==> src/cic_pkg.sv <==
// Shared constants, types and decode helpers of the imaging control bank
package cic_pkg;
  localparam int NUM_REG = 23;
  localparam int NUM_CFG = 22;
  localparam int IW      = 5;
  localparam int AW      = 16;
  typedef logic [IW-1:0] cic_idx_t;

  localparam cic_idx_t IX_AGAIN  = 5'h00, IX_ADCRES = 5'h01, IX_RMODE = 5'h02;
  localparam cic_idx_t IX_RHOFS  = 5'h03, IX_RHWID  = 5'h04, IX_RVOFS = 5'h05;
  localparam cic_idx_t IX_RVHGT  = 5'h06, IX_HSUB   = 5'h07, IX_VSUB  = 5'h08;
  localparam cic_idx_t IX_VBIN   = 5'h09, IX_MIRROR = 5'h0A, IX_UPSD  = 5'h0B;
  localparam cic_idx_t IX_BLKMOD = 5'h0C, IX_BLKVAL = 5'h0D, IX_EMODE = 5'h0E;
  localparam cic_idx_t IX_ETIME  = 5'h0F, IX_LONGEN = 5'h10, IX_FTIME = 5'h11;
  localparam cic_idx_t IX_AELO   = 5'h12, IX_AEHI   = 5'h13, IX_POFS  = 5'h14;
  localparam cic_idx_t IX_PGAIN  = 5'h15, IX_BOOT   = 5'h16;
  localparam cic_idx_t IX_LASTCFG = 5'h15;

  localparam logic [AW-1:0] REG_OFS [NUM_REG] = '{
    16'h0000, 16'h0008, 16'h0010, 16'h0014, 16'h0018, 16'h001C, 16'h0020,
    16'h0024, 16'h0028, 16'h002C, 16'h0030, 16'h0034, 16'h0038, 16'h003C,
    16'h0040, 16'h0044, 16'h0048, 16'h004C, 16'h0058, 16'h005C, 16'h015C,
    16'h0160, 16'h5000};
  localparam logic [5:0] REG_BITS [NUM_REG] = '{
    6'h09, 6'h02, 6'h02, 6'h0D, 6'h0D, 6'h0D, 6'h0D, 6'h01, 6'h01, 6'h01,
    6'h01, 6'h01, 6'h01, 6'h08, 6'h02, 6'h18, 6'h01, 6'h18, 6'h18, 6'h18,
    6'h0B, 6'h0C, 6'h03};
  localparam logic [AW-1:0] OFS_RESTART = 16'h5004;
  localparam logic [31:0]   RESTART_KEY = 32'hDEADBEEF;

  typedef enum logic [2:0] {BOOT_FACTORY = 3'h0, BOOT_USER1 = 3'h1,
    BOOT_USER2 = 3'h2, BOOT_USER3 = 3'h3, BOOT_USER4 = 3'h4} cic_boot_t;
  typedef enum logic [1:0] {REGION_OFF = 2'h0, REGION_FAST = 2'h1,
    REGION_CONST = 2'h2} cic_region_t;
  typedef enum logic [1:0] {EXPO_OFF = 2'h0, EXPO_PULSE = 2'h1,
    EXPO_TIMED = 2'h2} cic_expo_t;
  typedef enum logic [1:0] {ADC_8 = 2'h0, ADC_10 = 2'h1,
    ADC_12 = 2'h2} cic_adc_t;
  typedef enum logic [1:0] {LD_IDLE = 2'b00, LD_REQ = 2'b01,
    LD_WAIT = 2'b10} cic_ld_state_t;

  localparam logic [1:0] HTRANS_NONSEQ = 2'b10;
  localparam logic [2:0] HSIZE_WORD    = 3'b010;
  localparam logic       HRESP_OKAY    = 1'b0;

  function automatic logic [31:0] cic_mask(input logic [5:0] bits);
    logic [63:0] m;
    m = (64'h1 << bits) - 64'h1;
    return m[31:0];
  endfunction : cic_mask

  // Returns {hit, index}; the upper address bits must be zero for a hit
  function automatic logic [IW:0] cic_decode(input logic [31:0] a);
    logic [IW:0] r;
    r = '0;
    for (int i = 0; i < NUM_REG; i++) begin
      if (a[31:AW] == '0 && a[AW-1:0] == REG_OFS[i]) begin
        r = {1'b1, IW'(i)};
      end
    end
    return r;
  endfunction : cic_decode
endpackage : cic_pkg

==> src/cic_ahb_front.sv <==
// AHB-Lite address phase capture for the imaging control bank
`timescale 1ns/1ps
`default_nettype none
module cic_ahb_front
  import cic_pkg::*;
(
  input  wire logic        clk_sys,
  input  wire logic        nrst,
  input  wire logic        hsel,
  input  wire logic [1:0]  htrans,
  input  wire logic        hwrite,
  input  wire logic [2:0]  hsize,
  input  wire logic [31:0] haddr,
  input  wire logic        hready,
  output logic             rdTake,
  output logic             rdHit,
  output cic_idx_t         rdIdx,
  output logic             wrPend_q,
  output logic             wrHit_q,
  output logic             wrRestart_q,
  output cic_idx_t         wrIdx_q
);
  logic        take;
  logic [IW:0] dec;

  // Sub-word accesses are not decoded: they complete OKAY with no effect
  assign take   = hsel && hready && htrans == HTRANS_NONSEQ
                  && hsize == HSIZE_WORD;
  assign dec    = cic_decode(haddr);
  assign rdTake = take && !hwrite;
  assign rdHit  = dec[IW];
  assign rdIdx  = dec[IW-1:0];

  always_ff @(posedge clk_sys or negedge nrst) begin
    if (!nrst) begin
      wrPend_q    <= 1'b0;
      wrHit_q     <= 1'b0;
      wrRestart_q <= 1'b0;
      wrIdx_q     <= '0;
    end else if (hready) begin
      wrPend_q    <= take && hwrite;
      wrHit_q     <= dec[IW];
      wrRestart_q <= haddr == {{(32-AW){1'b0}}, OFS_RESTART};
      wrIdx_q     <= dec[IW-1:0];
    end
  end
endmodule : cic_ahb_front
`default_nettype wire

==> src/cic_boot_loader.sv <==
// Walks the chosen configuration space into the working registers
`timescale 1ns/1ps
`default_nettype none
module cic_boot_loader
  import cic_pkg::*;
(
  input  wire logic        clk_sys,
  input  wire logic        nrst,
  input  wire logic        start,
  input  wire logic [2:0]  bootSet,
  input  wire logic        cfgRdValid,
  input  wire logic [31:0] cfgRdData,
  output logic             busy,
  output logic             cfgRdReq_q,
  output logic [2:0]       cfgRdSet_q,
  output cic_idx_t         cfgRdIndex_q,
  output logic             ldWr_q,
  output cic_idx_t         ldIdx_q,
  output logic [31:0]      ldData_q
);
  cic_ld_state_t state_q;

  assign busy = state_q != LD_IDLE;

  // Reset state is LD_REQ so every power-up reloads the factory space, as reset clears the selector
  always_ff @(posedge clk_sys or negedge nrst) begin
    if (!nrst) begin
      state_q      <= LD_REQ;
      cfgRdReq_q   <= 1'b0;
      cfgRdSet_q   <= '0;
      cfgRdIndex_q <= '0;
      ldWr_q       <= 1'b0;
      ldIdx_q      <= '0;
      ldData_q     <= '0;
    end else begin
      ldWr_q     <= 1'b0;
      cfgRdReq_q <= 1'b0;
      case (state_q)
        LD_IDLE: begin
          if (start) begin
            cfgRdIndex_q <= '0;
            state_q      <= LD_REQ;
          end
        end
        LD_REQ: begin
          cfgRdReq_q <= 1'b1;
          cfgRdSet_q <= bootSet;
          state_q    <= LD_WAIT;
        end
        LD_WAIT: begin
          if (cfgRdValid) begin
            ldWr_q   <= 1'b1;
            ldIdx_q  <= cfgRdIndex_q;
            ldData_q <= cfgRdData;
            if (cfgRdIndex_q == IX_LASTCFG) begin
              state_q <= LD_IDLE;
            end else begin
              cfgRdIndex_q <= cfgRdIndex_q + 5'h01;
              state_q      <= LD_REQ;
            end
          end
        end
        default: state_q <= LD_IDLE;
      endcase
    end
  end
endmodule : cic_boot_loader
`default_nettype wire

==> src/cic_camera_imaging_control_regs.sv <==
// Imaging control register bank on AHB-Lite with boot-time reload
`timescale 1ns/1ps
`default_nettype none
// What this block does
// - Boot selector: factory, four user sets, reserved
// - Reload factory set after reset, chosen set after restart
// - Nine-bit analog gain, 0.1 dB steps
// - Twelve-bit digital gain, 0.001x per step
// - Eleven-bit digital offset added to pixels
// - Region mode: off, faster rate, constant rate
// - Four thirteen-bit region window values
// - Separate horizontal and vertical 2:1 subsample enables
// - Vertical binning enable: none or 2x
// - Upside-down and mirror flip enables
// - Black level mode: user or automatic
// - Eight-bit user black level value
// - Exposure mode: off, pulse width, internal
// - Twenty-four-bit exposure time in microseconds
// - Frame time used only when long integration on
module cic_camera_imaging_control_regs
  import cic_pkg::*;
(
  input  wire logic        clk_sys,
  input  wire logic        nrst,
  input  wire logic        hsel,
  input  wire logic [31:0] haddr,
  input  wire logic [1:0]  htrans,
  input  wire logic        hwrite,
  input  wire logic [2:0]  hsize,
  input  wire logic [31:0] hwdata,
  input  wire logic        hready,
  output logic [31:0]      hrdata,
  output logic             hreadyout,
  output logic             hresp,
  input  wire logic        cfgRdValid,
  input  wire logic [31:0] cfgRdData,
  output logic             cfgRdReq,
  output logic [2:0]       cfgRdSet,
  output logic [4:0]       cfgRdIndex,
  output logic             loadBusy,
  output logic [2:0]       bootSet,
  output logic [8:0]       analogGain,
  output logic [11:0]      pixelGain,
  output logic [10:0]      pixelOffset,
  output logic [1:0]       converterResolution,
  output logic [1:0]       masterRegionMode,
  output logic [12:0]      masterRegionHOffset,
  output logic [12:0]      masterRegionHWidth,
  output logic [12:0]      masterRegionVOffset,
  output logic [12:0]      masterRegionVHeight,
  output logic             hSubsampleEn,
  output logic             vSubsampleEn,
  output logic             vBinningEn,
  output logic             mirrorEn,
  output logic             upsideDownEn,
  output logic             blackLevelAuto,
  output logic [7:0]       blackLevelValue,
  output logic [1:0]       exposureMode,
  output logic [23:0]      exposureTimeUs,
  output logic             longIntegrationEn,
  output logic [23:0]      frameTimeUs,
  output logic [23:0]      autoExposureLowerUs,
  output logic [23:0]      autoExposureUpperUs
);
  logic [31:0] regQ [NUM_REG];
  logic        rdTake;
  logic        rdHit;
  cic_idx_t    rdIdx;
  logic        wrPend;
  logic        wrHit;
  logic        wrRestart;
  cic_idx_t    wrIdx;
  logic        busWr;
  logic        restartReq;
  logic        ldBusy;
  logic        ldWr;
  cic_idx_t    ldIdx;
  logic [31:0] ldData;
  logic [31:0] hrdata_q;
  logic        hreadyout_q;
  logic        hresp_q;
  logic        loadBusy_q;
  logic        restart_q;
  logic [2:0]  bootSet_q;
  logic [1:0]  convRes_q;
  logic [1:0]  regionMode_q;
  logic [1:0]  expoMode_q;
  logic [23:0] frameTime_q;

  cic_ahb_front u_front (
    .clk_sys     (clk_sys),
    .nrst        (nrst),
    .hsel        (hsel),
    .htrans      (htrans),
    .hwrite      (hwrite),
    .hsize       (hsize),
    .haddr       (haddr),
    .hready      (hready),
    .rdTake      (rdTake),
    .rdHit       (rdHit),
    .rdIdx       (rdIdx),
    .wrPend_q    (wrPend),
    .wrHit_q     (wrHit),
    .wrRestart_q (wrRestart),
    .wrIdx_q     (wrIdx)
  );

  cic_boot_loader u_loader (
    .clk_sys      (clk_sys),
    .nrst         (nrst),
    .start        (restart_q),
    .bootSet      (bootSet_q),
    .cfgRdValid   (cfgRdValid),
    .cfgRdData    (cfgRdData),
    .busy         (ldBusy),
    .cfgRdReq_q   (cfgRdReq),
    .cfgRdSet_q   (cfgRdSet),
    .cfgRdIndex_q (cfgRdIndex),
    .ldWr_q       (ldWr),
    .ldIdx_q      (ldIdx),
    .ldData_q     (ldData)
  );

  // Data phase completes only while this slave is ready
  assign busWr      = wrPend && hreadyout_q;
  assign restartReq = busWr && wrRestart && hwdata == RESTART_KEY;

  // Register storage; the loader and the bus never write in the same cycle
  // because the bus is stalled for the whole reload
  for (genvar gi = 0; gi < NUM_REG; gi++) begin : g_reg
    localparam logic [31:0] MASK = cic_mask(REG_BITS[gi]);
    always_ff @(posedge clk_sys or negedge nrst) begin
      if (!nrst) begin
        regQ[gi] <= '0;
      end else if (busWr && wrHit && wrIdx == IW'(gi)) begin
        regQ[gi] <= hwdata & MASK;
      end else if (ldWr && ldIdx == IW'(gi)) begin
        regQ[gi] <= ldData & MASK;
      end
    end

  end

  // Bus answer: zero wait states outside a reload, unmapped reads return zero
  always_ff @(posedge clk_sys or negedge nrst) begin
    if (!nrst) begin
      hrdata_q <= '0;
    end else if (rdTake) begin
      hrdata_q <= rdHit ? regQ[rdIdx] : '0;
    end
  end

  // Stall starts the cycle after the restart data phase so no write races the reload
  always_ff @(posedge clk_sys or negedge nrst) begin
    if (!nrst) begin
      hreadyout_q <= 1'b0;
      loadBusy_q  <= 1'b1;
    end else begin
      hreadyout_q <= !(ldBusy || restartReq || restart_q);
      loadBusy_q  <= ldBusy || restartReq || restart_q;
    end
  end

  always_ff @(posedge clk_sys or negedge nrst) begin
    if (!nrst) begin
      hresp_q <= HRESP_OKAY;
    end else begin
      hresp_q <= HRESP_OKAY;
    end
  end

  always_ff @(posedge clk_sys or negedge nrst) begin
    if (!nrst) begin
      restart_q <= 1'b0;
    end else begin
      restart_q <= restartReq;
    end
  end

  // Boot selector: values above the last user set fall back to factory
  always_ff @(posedge clk_sys or negedge nrst) begin
    if (!nrst) begin
      bootSet_q <= BOOT_FACTORY;
    end else if (regQ[IX_BOOT][2:0] > BOOT_USER4) begin
      bootSet_q <= BOOT_FACTORY;
    end else begin
      bootSet_q <= regQ[IX_BOOT][2:0];
    end
  end

  always_ff @(posedge clk_sys or negedge nrst) begin
    if (!nrst) begin
      convRes_q <= ADC_8;
    end else if (regQ[IX_ADCRES][1:0] > ADC_12) begin
      convRes_q <= ADC_8;
    end else begin
      convRes_q <= regQ[IX_ADCRES][1:0];
    end
  end

  always_ff @(posedge clk_sys or negedge nrst) begin
    if (!nrst) begin
      regionMode_q <= REGION_OFF;
    end else if (regQ[IX_RMODE][1:0] > REGION_CONST) begin
      regionMode_q <= REGION_OFF;
    end else begin
      regionMode_q <= regQ[IX_RMODE][1:0];
    end
  end

  always_ff @(posedge clk_sys or negedge nrst) begin
    if (!nrst) begin
      expoMode_q <= EXPO_OFF;
    end else if (regQ[IX_EMODE][1:0] > EXPO_TIMED) begin
      expoMode_q <= EXPO_OFF;
    end else begin
      expoMode_q <= regQ[IX_EMODE][1:0];
    end
  end

  // A programmed frame time is offered only while long integration is on;
  // zero tells the pipeline to use its own free-running frame time
  always_ff @(posedge clk_sys or negedge nrst) begin
    if (!nrst) begin
      frameTime_q <= '0;
    end else if (regQ[IX_LONGEN][0]) begin
      frameTime_q <= regQ[IX_FTIME][23:0];
    end else begin
      frameTime_q <= '0;
    end
  end

  assign hrdata              = hrdata_q;
  assign hreadyout           = hreadyout_q;
  assign hresp               = hresp_q;
  assign loadBusy            = loadBusy_q;
  assign bootSet             = bootSet_q;
  assign converterResolution = convRes_q;
  assign masterRegionMode    = regionMode_q;
  assign exposureMode        = expoMode_q;
  assign frameTimeUs         = frameTime_q;
  assign longIntegrationEn   = regQ[IX_LONGEN][0];
  assign analogGain          = regQ[IX_AGAIN][8:0];
  assign pixelGain           = regQ[IX_PGAIN][11:0];
  assign pixelOffset         = regQ[IX_POFS][10:0];
  assign masterRegionHOffset = regQ[IX_RHOFS][12:0];
  assign masterRegionHWidth  = regQ[IX_RHWID][12:0];
  assign masterRegionVOffset = regQ[IX_RVOFS][12:0];
  assign masterRegionVHeight = regQ[IX_RVHGT][12:0];
  assign hSubsampleEn        = regQ[IX_HSUB][0];
  assign vSubsampleEn        = regQ[IX_VSUB][0];
  assign vBinningEn          = regQ[IX_VBIN][0];
  assign mirrorEn            = regQ[IX_MIRROR][0];
  assign upsideDownEn        = regQ[IX_UPSD][0];
  assign blackLevelAuto      = regQ[IX_BLKMOD][0];
  assign blackLevelValue     = regQ[IX_BLKVAL][7:0];
  assign exposureTimeUs      = regQ[IX_ETIME][23:0];
  assign autoExposureLowerUs = regQ[IX_AELO][23:0];
  assign autoExposureUpperUs = regQ[IX_AEHI][23:0];
endmodule : cic_camera_imaging_control_regs
`default_nettype wire

==> config.mk <==
export PLATFORM = sky130hd
export DESIGN_NAME = cic_camera_imaging_control_regs
export DESIGN_NICKNAME = d
export VERILOG_FILES = /design/src/cic_pkg.sv /design/src/cic_ahb_front.sv /design/src/cic_boot_loader.sv /design/src/cic_camera_imaging_control_regs.sv
export SDC_FILE = /design/constraint.sdc
export NUM_CORES = 1
export LEC_CHECK = 0
export ABC_AREA = 1
export BUFFER_PORTS_ARGS = -buffer_cell sky130_fd_sc_hd__buf_2
export CAP_MARGIN = 10
export CORE_MARGIN = 3
export CORE_UTILIZATION = 51
export DETAILED_ROUTE_END_ITERATION = 7
export GPL_TIMING_DRIVEN = 1
export PLACE_DENSITY = 0.74
export SLEW_MARGIN = 0
export SYNTH_ARGS = -nofsm -noshare
export SYNTH_HDL_FRONTEND = slang
export SYNTH_SLANG_ARGS = --single-unit
==> constraint.sdc <==
create_clock -name clk_sys -period 1.7 [get_ports clk_sys]
set_input_delay 0.34 -clock clk_sys [delete_from_list [all_inputs] [get_ports clk_sys]]
set_output_delay 0.34 -clock clk_sys [all_outputs]
set_load 0.02 [all_outputs]
### Word-level counts from Yosys, hierarchy flattened

Cells that the tools add are included.

| word-level totals | value |
|---|---|
| bits in registers | 853 |
| input bits | 107 |
| output and inout port bits | 248 |

| cells by class | value |
|---|---|
| add/sub/neg operators | 1 |
| order comparisons | 5 |
| equal/unequal tests | 76 |
| muxes and demuxes | 89 |
| bitwise logic cells | 1 |
| reductions and logical operators | 115 |

Operators by type and width:

| kind | count |
|---|---|
| 2-to-1 mux 32 bit | 49 |
| binary-select mux 32 bit (select 5 bit) | 1 |
| 2-to-1 mux 6 bit | 23 |
| equality test 16 x 6 -> 1 bit, second input constant | 8 |
| equality test 16 x 7 -> 1 bit, second input constant | 6 |
| equality test 5 x 4 -> 1 bit, second input constant | 16 |
| logical AND 1 bit | 78 |
| equality test 5 bit, second input constant | 15 |
| equality test 16 x 5 -> 1 bit, second input constant | 4 |
| nonzero test 2 bit | 25 |
| equality test 5 x 3 -> 1 bit, second input constant | 8 |
| equality test 16 x 9 -> 1 bit, second input constant | 2 |
| equality test 32 x 15 -> 1 bit, second input constant | 1 |
| equality test 32 bit, second input constant | 1 |
| logical NOT 16 bit | 2 |
| 2-to-1 mux 24 bit | 1 |
| equality test 5 x 2 -> 1 bit, second input constant | 4 |
| equality test 16 x 15 -> 1 bit, second input constant | 1 |
| equality test 16 x 4 -> 1 bit, second input constant | 1 |
| 2-to-1 mux 5 bit | 3 |
| equality test 5 x 1 -> 1 bit, second input constant | 2 |
| logical NOT 5 bit | 2 |
| 2-to-1 mux 2 bit | 5 |
| one-hot mux 5 bit (2 select lines) | 1 |
| other kinds (17) | 28 |

### Depth between registers and ports, before layout

Gate-level depths: netlist of run 1.

| logic depth | value |
|---|---|
| depth in word-level cells | 30 |
| mapped depth | 23 |
| gate-level depth less buffers | 21 |

### By module

A second synthesis of run 1 with hierarchy kept.

| unflattened totals | value |
|---|---|
| cell total of the unflattened synthesis | 2300 |
| area total of the unflattened synthesis | 18341.3 µm² |

By module, submodules not included:

| module | instances | cells each | area each (µm²) | seq. area each (µm²) |
|---|---|---|---|---|
| cic_camera_imaging_control_regs | 1 | 1872 | 15203.3 | 6607.6 |
| cic_boot_loader | 1 | 234 | 2003.2 | 1227.4 |
| cic_ahb_front | 1 | 194 | 1134.8 | 200.2 |

### Worst setup path after synthesis of run 1

No wires, ideal clock.

| path | value |
|---|---|
| path type | input -> register |
| from | input haddr[31] |
| to | register hrdata_q[6] (netlist: hrdata[6]) |
| setup time | 0.117 ns |
| data arrival time | 2.059 ns |
| slack | -0.476 ns |
| cell stages on the path | 19 |
| path buffers | 3 |
| cells stage by stage | nor2_1 > nand2_1 > inv_1 > nand2_1 > nor2_4 > buf_4 > nand3_2 > nand4_2 > buf_6 > buf_6 > nand2_1 > o21ai_1 > nand2_1 > nand2_1 > nand2_1 > nand3_1 > nand3_1 > nand2_1 > nand2_1 |

| on the way | value |
|---|---|
| word-level cells in the longest chain between the ends | 29 |
| elaborated cells between the ends (all ways) | 52 |

RTL lines:

| element | line | text |
|---|---|---|
| start, declared | cic_camera_imaging_control_regs.sv:26 | `input wire logic [31:0] haddr,` |
| logical NOT 16 bit (*) | cic_pkg.sv:57 | `if (a[31:AW] == '0 && a[AW-1:0] == REG_OFS[i]) begin` |
| logical AND 1 bit | cic_pkg.sv:57 |  |
| 2-to-1 mux 6 bit (21 in series) | cic_pkg.sv:57 |  |
| 2-to-1 mux 6 bit (*) | cic_pkg.sv:57 |  |
| inverter 5 -> 6 bit (not written as such) | cic_camera_imaging_control_regs.sv:149 | `hrdata_q <= rdHit ? regQ[rdIdx] : '0;` |
| binary-select mux 32 bit (select 5 bit) | cic_camera_imaging_control_regs.sv:149 |  |
| 2-to-1 mux 32 bit (not written as such) (2 in series) | cic_camera_imaging_control_regs.sv:149 |  |
| 2-to-1 mux 32 bit (*) | cic_camera_imaging_control_regs.sv:149 |  |
| end signal, assigned | cic_camera_imaging_control_regs.sv:149 |  |
| end, declared | cic_camera_imaging_control_regs.sv:79 | `logic [31:0] hrdata_q;` |

Every way passes the cells marked *; elsewhere a longest branch is shown, timed or not. The select of a mux whose other input is x is not followed.
A chain may end at the register's enable or synchronous reset.

### Worst setup path in the final report of run 1

| path | value |
|---|---|
| from | input haddr[24] |
| to | register hrdata_q[10] (netlist: hrdata[10]) |

Same word-level chain as after synthesis.

==> impl_metrics.yaml, run 1 <==
cells_and_area:
  n_antenna_cell: 0
  drive_above_1_share_pct: 40.28
  synthToLayoutAreaGrowth_pct: 38.51
  fin_nets: 2869
drt:
  viasPerCell: 6.174
  drt_pass1_iterations: 6
  wire_per_inst_um: 25.84
  ant_nets: 0
  routed_wl_um: 83810
  vias: 20020
  drcViolationCount: 0
  drt_iter0_markers: 2895
synthesis:
  avgSynthCellArea_um2: 7.844
  syn_inst: 2331
  ys_seq_area_share_pct: 42.85
  netlist_top_cells_count: "nand2_1 (437), nand3_1 (329), dfrtp_1 (311)"
  synth-warning-count: 0
  synth_top_area_share_pct: 42.56
  synth.cell_area_mm2: 0.01828
  synth-seq-cells: 313
  yosys-top-cells-area: "dfrtp_1 (43%), nand3_1 (9.0%), nand2_1 (9.0%)"
  synth_flop_cell: "dfrtp_1"
  synth_edf_count: 0
  ys_types: 51
  post-synth-top-area-cell: "dfrtp_1"
  yosysMostFrequentCell: "nand2_1"
  ys_async_sr_fraction_pct: 100.0
clocking:
  cts_made_buffers: 36
  cts_max_level: 2
  numClockSinks: 313
  clk_pin_slew_ns: 0.06
  clk_latency_ns: 0.54
  cts_tree: "built"
  cts-root-buf: "clkbuf_16"
  cts_buffer_depth: 3
sta:
  worst_pin_slew_ns: 0.7583
  post-route-period-util_pct: 130.9
  setup-violations-final: 49
  slew_violations: 0
  final.setup.worst_slack_ns: -0.5245
  fmax_mhz: 449.5
  slew_headroom_pct: 49.45
  rsz0062_at_grt: "yes"
  fin_tns_setup_ns: -10.66
  fin_skew_ns: 0.03462
  hold_viol: 0
  fin_crit_ns: 2.224
power:
  p_leak_nw: 12.38
  power_density_mw_per_mm2: 1241
  max-vdd-ir-drop_v: 0.001344
setup_path:
  start_kind: "input port"
  r2r-start: "u_front.wrPend_q$_DFFE_PN0P_"
  ff2ff_path_depth: 8
  worst_setup_path_end_kind: "register"
  path_class: "in2reg"
  crit_required_ns: 2.18
  critPathLaunch: "haddr[24]"
  regToRegEndpoint: "hreadyout$_DFF_PN0_"
  r2r_slack_ns: -0.14
  crit_path_end: "hrdata[10]$_DFFE_PN0P_"
  path_max_fanout: 6
  arrival_ns: 2.70
grt:
  grt_pass1_vias: 18180
  grt_pass1_wl_um: 116000
  grt-ovfl-total: 0
  grtUsageTotal_pct: 39.87
  grt_max_degree: 66
  antenna_found_initial: 1
die:
  ioPinCount: 355
  start_util_pct: 52.29
  die-height_um: 195.3
  rows: 68
  die_w_um: 195.3
  die_area_mm2: 0.03816
  core-area_mm2: 0.03497
placed_design:
  gp_routability_congestion: 1.037
  place_ws_ns: -1.201
  place_hpwl_um: 57080
  portBuffers: 337
run:
  maxCapViolations: 0
outcome:
  failed_checks: "negative setup slack"
  status: "finished with violations"
min_path:
  hold_class: "in2reg"
-- layout make-up --
cell class / instances / area (um2)
Clock inverter: 14 / 140.1
Tap cell: 455 / 569.3
Clock buffer: 52 / 1124
Timing Repair inverter: 1 / 16.27
Inverter: 336 / 1323
Multi-Input combinational cell: 1380 / 8838
Fill cell: 2678 / 9644
Sequential cell: 313 / 7838
Timing Repair Buffer: 692 / 5477
-- worst min-delay path by stage --
stage                              from                                 end  slack (ns)  depth (start not counted)
after floorplan                    nrst           analogGain[0]$_DFFE_PN0P_        0.04                          0
after detailed placement           nrst  masterRegionVOffset[1]$_DFFE_PN0P_        0.24                          1
after CTS                  cfgRdData[7]    u_loader.ldData_q[7]$_DFFE_PN0P_       0.007                          3
final                     cfgRdData[23]   u_loader.ldData_q[23]$_DFFE_PN0P_        0.01                          3
after global placement             nrst                 hreadyout$_DFF_PN0_        0.25                          1
after global routing       cfgRdData[7]    u_loader.ldData_q[7]$_DFFE_PN0P_        0.01                          3
-- sequential cells by signal, indices dropped and copies added, names as in the netlist, 5 cells and up --
name,count
masterRegionVOffset,13
masterRegionHWidth,13
autoExposureUpperUs,24
frameTimeUs,24
pixelGain,12
analogGain,9
masterRegionHOffset,13
masterRegionVHeight,13
u_loader.cfgRdIndex_q,5
u_loader.ldData_q,24
hrdata,24
exposureTimeUs,24
autoExposureLowerUs,24
regQ,33
u_loader.ldIdx_q,5
u_front.wrIdx_q,5
pixelOffset,11
blackLevelValue,8
-- cells in the final DEF (no fill, tap or decap), types with 6 or more instances in the layout --
| cell type | netlist | final |
|---|---|---|
| conb_1 | 1 | 9 |
| nor2_4 | 8 | 34 |
| clkinv_2 | 0 | 9 |
| a21oi_4 | 0 | 9 |
| buf_6 | 9 | 61 |
| nand2_4 | 2 | 15 |
| o21ai_1 | 32 | 29 |
| o31ai_1 | 14 | 8 |
| nand4_1 | 27 | 27 |
| nand3_2 | 5 | 66 |
| nor2_2 | 8 | 35 |
| buf_4 | 176 | 245 |
| nor2_1 | 124 | 72 |
| o221ai_1 | 157 | 125 |
| inv_4 | 1 | 7 |
| nand2_2 | 11 | 48 |
| o21ai_2 | 0 | 16 |
| nand2_1 | 437 | 384 |
| o21ai_0 | 68 | 43 |
| o221ai_2 | 0 | 32 |
| clkbuf_8 | 0 | 12 |
| nand3_1 | 329 | 263 |
| a21oi_2 | 1 | 6 |
| nor3_2 | 4 | 6 |
| inv_2 | 20 | 39 |
| nor4_1 | 8 | 6 |
| buf_8 | 0 | 7 |
| o211ai_1 | 66 | 66 |
| a21oi_1 | 34 | 20 |
| buf_2 | 16 | 321 |
| o21ai_4 | 0 | 12 |
| buf_12 | 0 | 41 |
| dfrtp_1 | 311 | 309 |
| inv_1 | 309 | 278 |
| clkbuf_16 | 0 | 51 |
-- metal layers --
metal	global-route usage (%)	wire length [um]	up-vias
met2	55.56	34710	1609
li1	-	-	8570
met3	13.80	13540	276
met1	57.49	31260	9564
met5	0	18	-
met4	14.50	4277	2
-- worst max-delay path, stage by stage --
cell and delay (ns):
buf_2 0.10, inv_1 0.03, nand2_1 0.07, nor2_2 0.04, nand2_2 0.09, nor2_4 0.08
nand2_2 0.11, nand3_2 0.10, nor2_2 0.12, nand4_1 0.11, nor2_2 0.16, nand4_4 0.18
buf_12 0.21, buf_6 0.11, o211ai_1 0.42, nand3_1 0.19, nand2_1 0.12, nand3_2 0.06
nand2_1 0.07
-- timing repair --
| action | CTS | global route |
|---|---|---|
| resized for setup | 152 | 344 |
| endpoints found under the hold margin | 25 | 0 |
| cloned | 4 | 24 |
| hold buffers | 1 | 0 |
| pin swaps | 45 | 88 |
| endpoints found under the setup margin | 129 | 221 |
| setup buffers | 37 | 29 |
-- kinds of logic after synthesis --
kind of cell | count (synthesis) | share of synthesized area (%)
AND/OR/NAND/NOR | 979 | 24.13
buffers and inverters | 647 | 17.40
AO/OA/AOI/OAI | 386 | 15.30
flip-flops | 313 | 42.85
adder cells (fa/ha/maj) | 2 | 0.1368
multiplexers | 2 | 0.1163
other | 1 | 0.02051
XOR/XNOR | 1 | 0.04791
-- power breakdown --
part / total, W / switching, W / internal, W / leakage [nW]
clock: 0.00829 / 0.00337 / 0.00492 / 0.628
sequential: 0.0121 / 0.00246 / 0.00963 / 3.33
combinational: 0.0110 / 0.00751 / 0.00353 / 8.43
-- stage by stage --
stage	total power (W)	cells	hold WS [ns]	util [%]	cell area, um2
after floorplan	0.01823	2339	0.04441	-	18500
after global placement	0.02175	3089	0.2451	60.53	21170
after detailed placement	0.02196	3089	0.2443	60.53	21170
after CTS	0.03030	3194	0.006722	66.91	23400
after global routing	0.03237	3243	0.01431	72.42	25320
final	0.03143	3243	0.009857	72.42	25320
Note: power is estimated with default switching activity, not from simulation.
==> run 2: changes to the inputs <==
- CORE_MARGIN: 3 -> 2
- CORE_UTILIZATION: 51 -> 52
- CTS_BUF_LIST: unset -> sky130_fd_sc_hd__clkbuf_4
- PLACE_DENSITY: 0.74 -> 0.76
==> run 2 against run 1 <==
Net effect: the run ends with design-rule violations, negative setup slack left; critical path depth shrank 10; hold slack improved by 0.068 ns; sequential power about the same; final area rose by 7.6%; via count up 5.0%; sequential cell count is the same; first-iteration DRC count increased by 7.1%; wire length increased by 2.6%; power rose by 4.8%; global-route usage rose by 5.2 points; sequential share of layout area shrank 2.1 points; critical path type is now reg2reg; largest cell class unchanged.
==> impl_metrics.yaml, run 2 (synthesis results as in run 1) <==
outcome:
  status: "finished with violations"
  failed_checks: "design-rule violations, negative setup slack"
cells_and_area:
  largest_reg_flops: 33
  synthToLayoutAreaGrowth_pct: 49.02
  top_register: "regQ"
  multiInputGateArea_mm2: 0.008751
  seq_area_mm2: 0.007868
  layout.cells.non_filler: 3470
  drive_above_1_share_pct: 43.16
  fillers: 2399
  layout_common_cells: "buf_4 (375), nand2_1 (366), dfrtp_1 (285), inv_1 (283), nand3_1 (280)"
  final_common_cell: "buf_4"
  fin_nets: 3069
setup_path:
  path_class: "reg2reg"
  regToRegEndpoint: "hreadyout$_DFF_PN0_"
  start_kind: "register"
  arrival_ns: 2.69
  r2r-start: "u_front.wrPend_q$_DFFE_PN0P_"
  ff2ff_path_depth: 9
  crit_required_ns: 2.38
  path_max_fanout: 2
  r2r_slack_ns: -0.31
  worst_setup_path_end_kind: "register"
drt:
  drt_iter0_markers: 3100
  routed_wl_um: 85990
  drt_pass1_iterations: 8
  viasPerCell: 6.058
  ant_nets: 0
  vias: 21020
  wire_per_inst_um: 24.78
  drcViolationCount: 1
die:
  start_util_pct: 52.93
  core-area_mm2: 0.03454
  ioPinCount: 355
  die-height_um: 191.5
  rows: 68
  die_area_mm2: 0.03668
  die_w_um: 191.5
grt:
  grtUsageMet2_pct: 65.79
  gr-usage-met1_pct: 58.87
  busiest_layer: "met2"
  grt_pass1_vias: 20170
  grtUsageMet3_pct: 15.27
  grt_pass1_wl_um: 122400
  grt_max_degree: 69
  antenna_found_initial: 3
  grtUsageTotal_pct: 45.03
  grt-ovfl-total: 0
clocking:
  clk_pin_slew_ns: 0.07
  cts_tree: "built"
  clk_latency_ns: 0.84
  cts_max_level: 3
  cts_made_buffers: 83
  numClockSinks: 313
  cts-root-buf: "clkbuf_4"
  cts_buffer_depth: 3
power:
  p_comb_share_pct: 42.2
  p_total_w: 0.03294
  pwr-share-clk_pct: 21.1
  power_density_mw_per_mm2: 1209
  power_switching_w: 0.01411
  seq_power_share_pct: 36.8
  swShare_pct: 42.84
  intPower_w: 0.01883
  p_leak_nw: 13.39
  max-vdd-ir-drop_v: 0.001360
sta:
  slew_violations: 0
  rsz0062_at_grt: "yes"
  final.setup.worst_slack_ns: -0.3096
  fin_tns_setup_ns: -13.99
  fin_crit_ns: 2.010
  fin_skew_ns: 0.05306
  setup-violations-final: 244
  worst_pin_slew_ns: 0.8770
  post-route-period-util_pct: 118.2
  fmax_mhz: 497.6
  hold_viol: 0
  slew_headroom_pct: 41.53
placed_design:
  gp_routability_congestion: 1.021
  place_ws_ns: -1.148
  place_hpwl_um: 56340
  portBuffers: 337
  dpl.cell_count: 3108
run:
  maxCapViolations: 0
min_path:
  hold_path_depth: 4
  holdCritStartpoint: "hwdata[26]"
  hold_class: "in2reg"
  hold_end: "restart_q$_DFF_PN0_"
-- run 2: how the worst max path moves through the flow --
stage	startpoint	end	slack (ns)	cells past startpoint
final	u_front.wrPend_q$_DFFE_PN0P_	hreadyout$_DFF_PN0_	-0.31	9
after global routing	haddr[11]	hrdata[5]$_DFFE_PN0P_	-0.39	21
after CTS	u_front.wrPend_q$_DFFE_PN0P_	hreadyout$_DFF_PN0_	-0.24	9
after detailed placement	haddr[3]	hrdata[0]$_DFFE_PN0P_	-1.15	16
after global placement	haddr[3]	hrdata[0]$_DFFE_PN0P_	-1.20	16
after floorplan	haddr[13]	hrdata[2]$_DFFE_PN0P_	-0.43	20
-- run 2: per-layer routing --
layer  vias to the layer above  part of all wire, %
met2                      1687                   43
met1                      9940                   36
li1                       9000                    -
met5                         -                0.012
met4                         2                  6.6
met3                       392                   15
-- run 2: worst max-delay path: stages, from the launching register on --
cell and delay, ns:
dfrtp_1 0.40, buf_6 0.12, nand4_1 0.17, buf_6 0.19, nor4_4 0.24, buf_4 0.19, nand4_1 0.12, nor3_4 0.22
buf_6 0.17, nor2_4 0.05
-- run 2: per-stage QoR --
step / hold WS [ns] / instance area, um2 / utilization [%]
6_report: 0.07779 / 27250 / 78.88
5_1_grt: 0.09014 / 27240 / 78.87
4_1_cts: 0.03288 / 25930 / 75.06
3_5_place_dp: 0.2003 / 21320 / 61.72
3_3_place_gp: 0.2002 / 21320 / 61.72
2_1_floorplan: 0.04441 / 18500 / -
-- run 2: cell type report --
cell class,instances,share of cell area [%]
multi-input cells,1380,32.12
inverters,336,4.803
diodes,3,0.02755
repair buffers,846,28.32
well taps,455,2.089
clock inverters,16,0.4271
flip-flops and latches,313,28.88
clock buffers,121,3.334
-- run 2: what timing repair did --
action	in CTS	in global routing
gates resized for setup	597	268
hold buffers	44	0
gates cloned	6	9
pin swaps	70	120
buffers inserted	139	32
setup endpoints to repair	287	386
hold endpoints to repair	374	0
-- run 2: power groups by stage --
stage	sequential, W	clock, W	combinational [W]
detailed placement	0.0120	0	0.00992
global route	0.0122	0.00729	0.0144
finish	0.0121	0.00694	0.0139
floorplan	0.0114	0	0.00683
global placement	0.0120	0	0.00976
CTS	0.0118	0.00682	0.0128
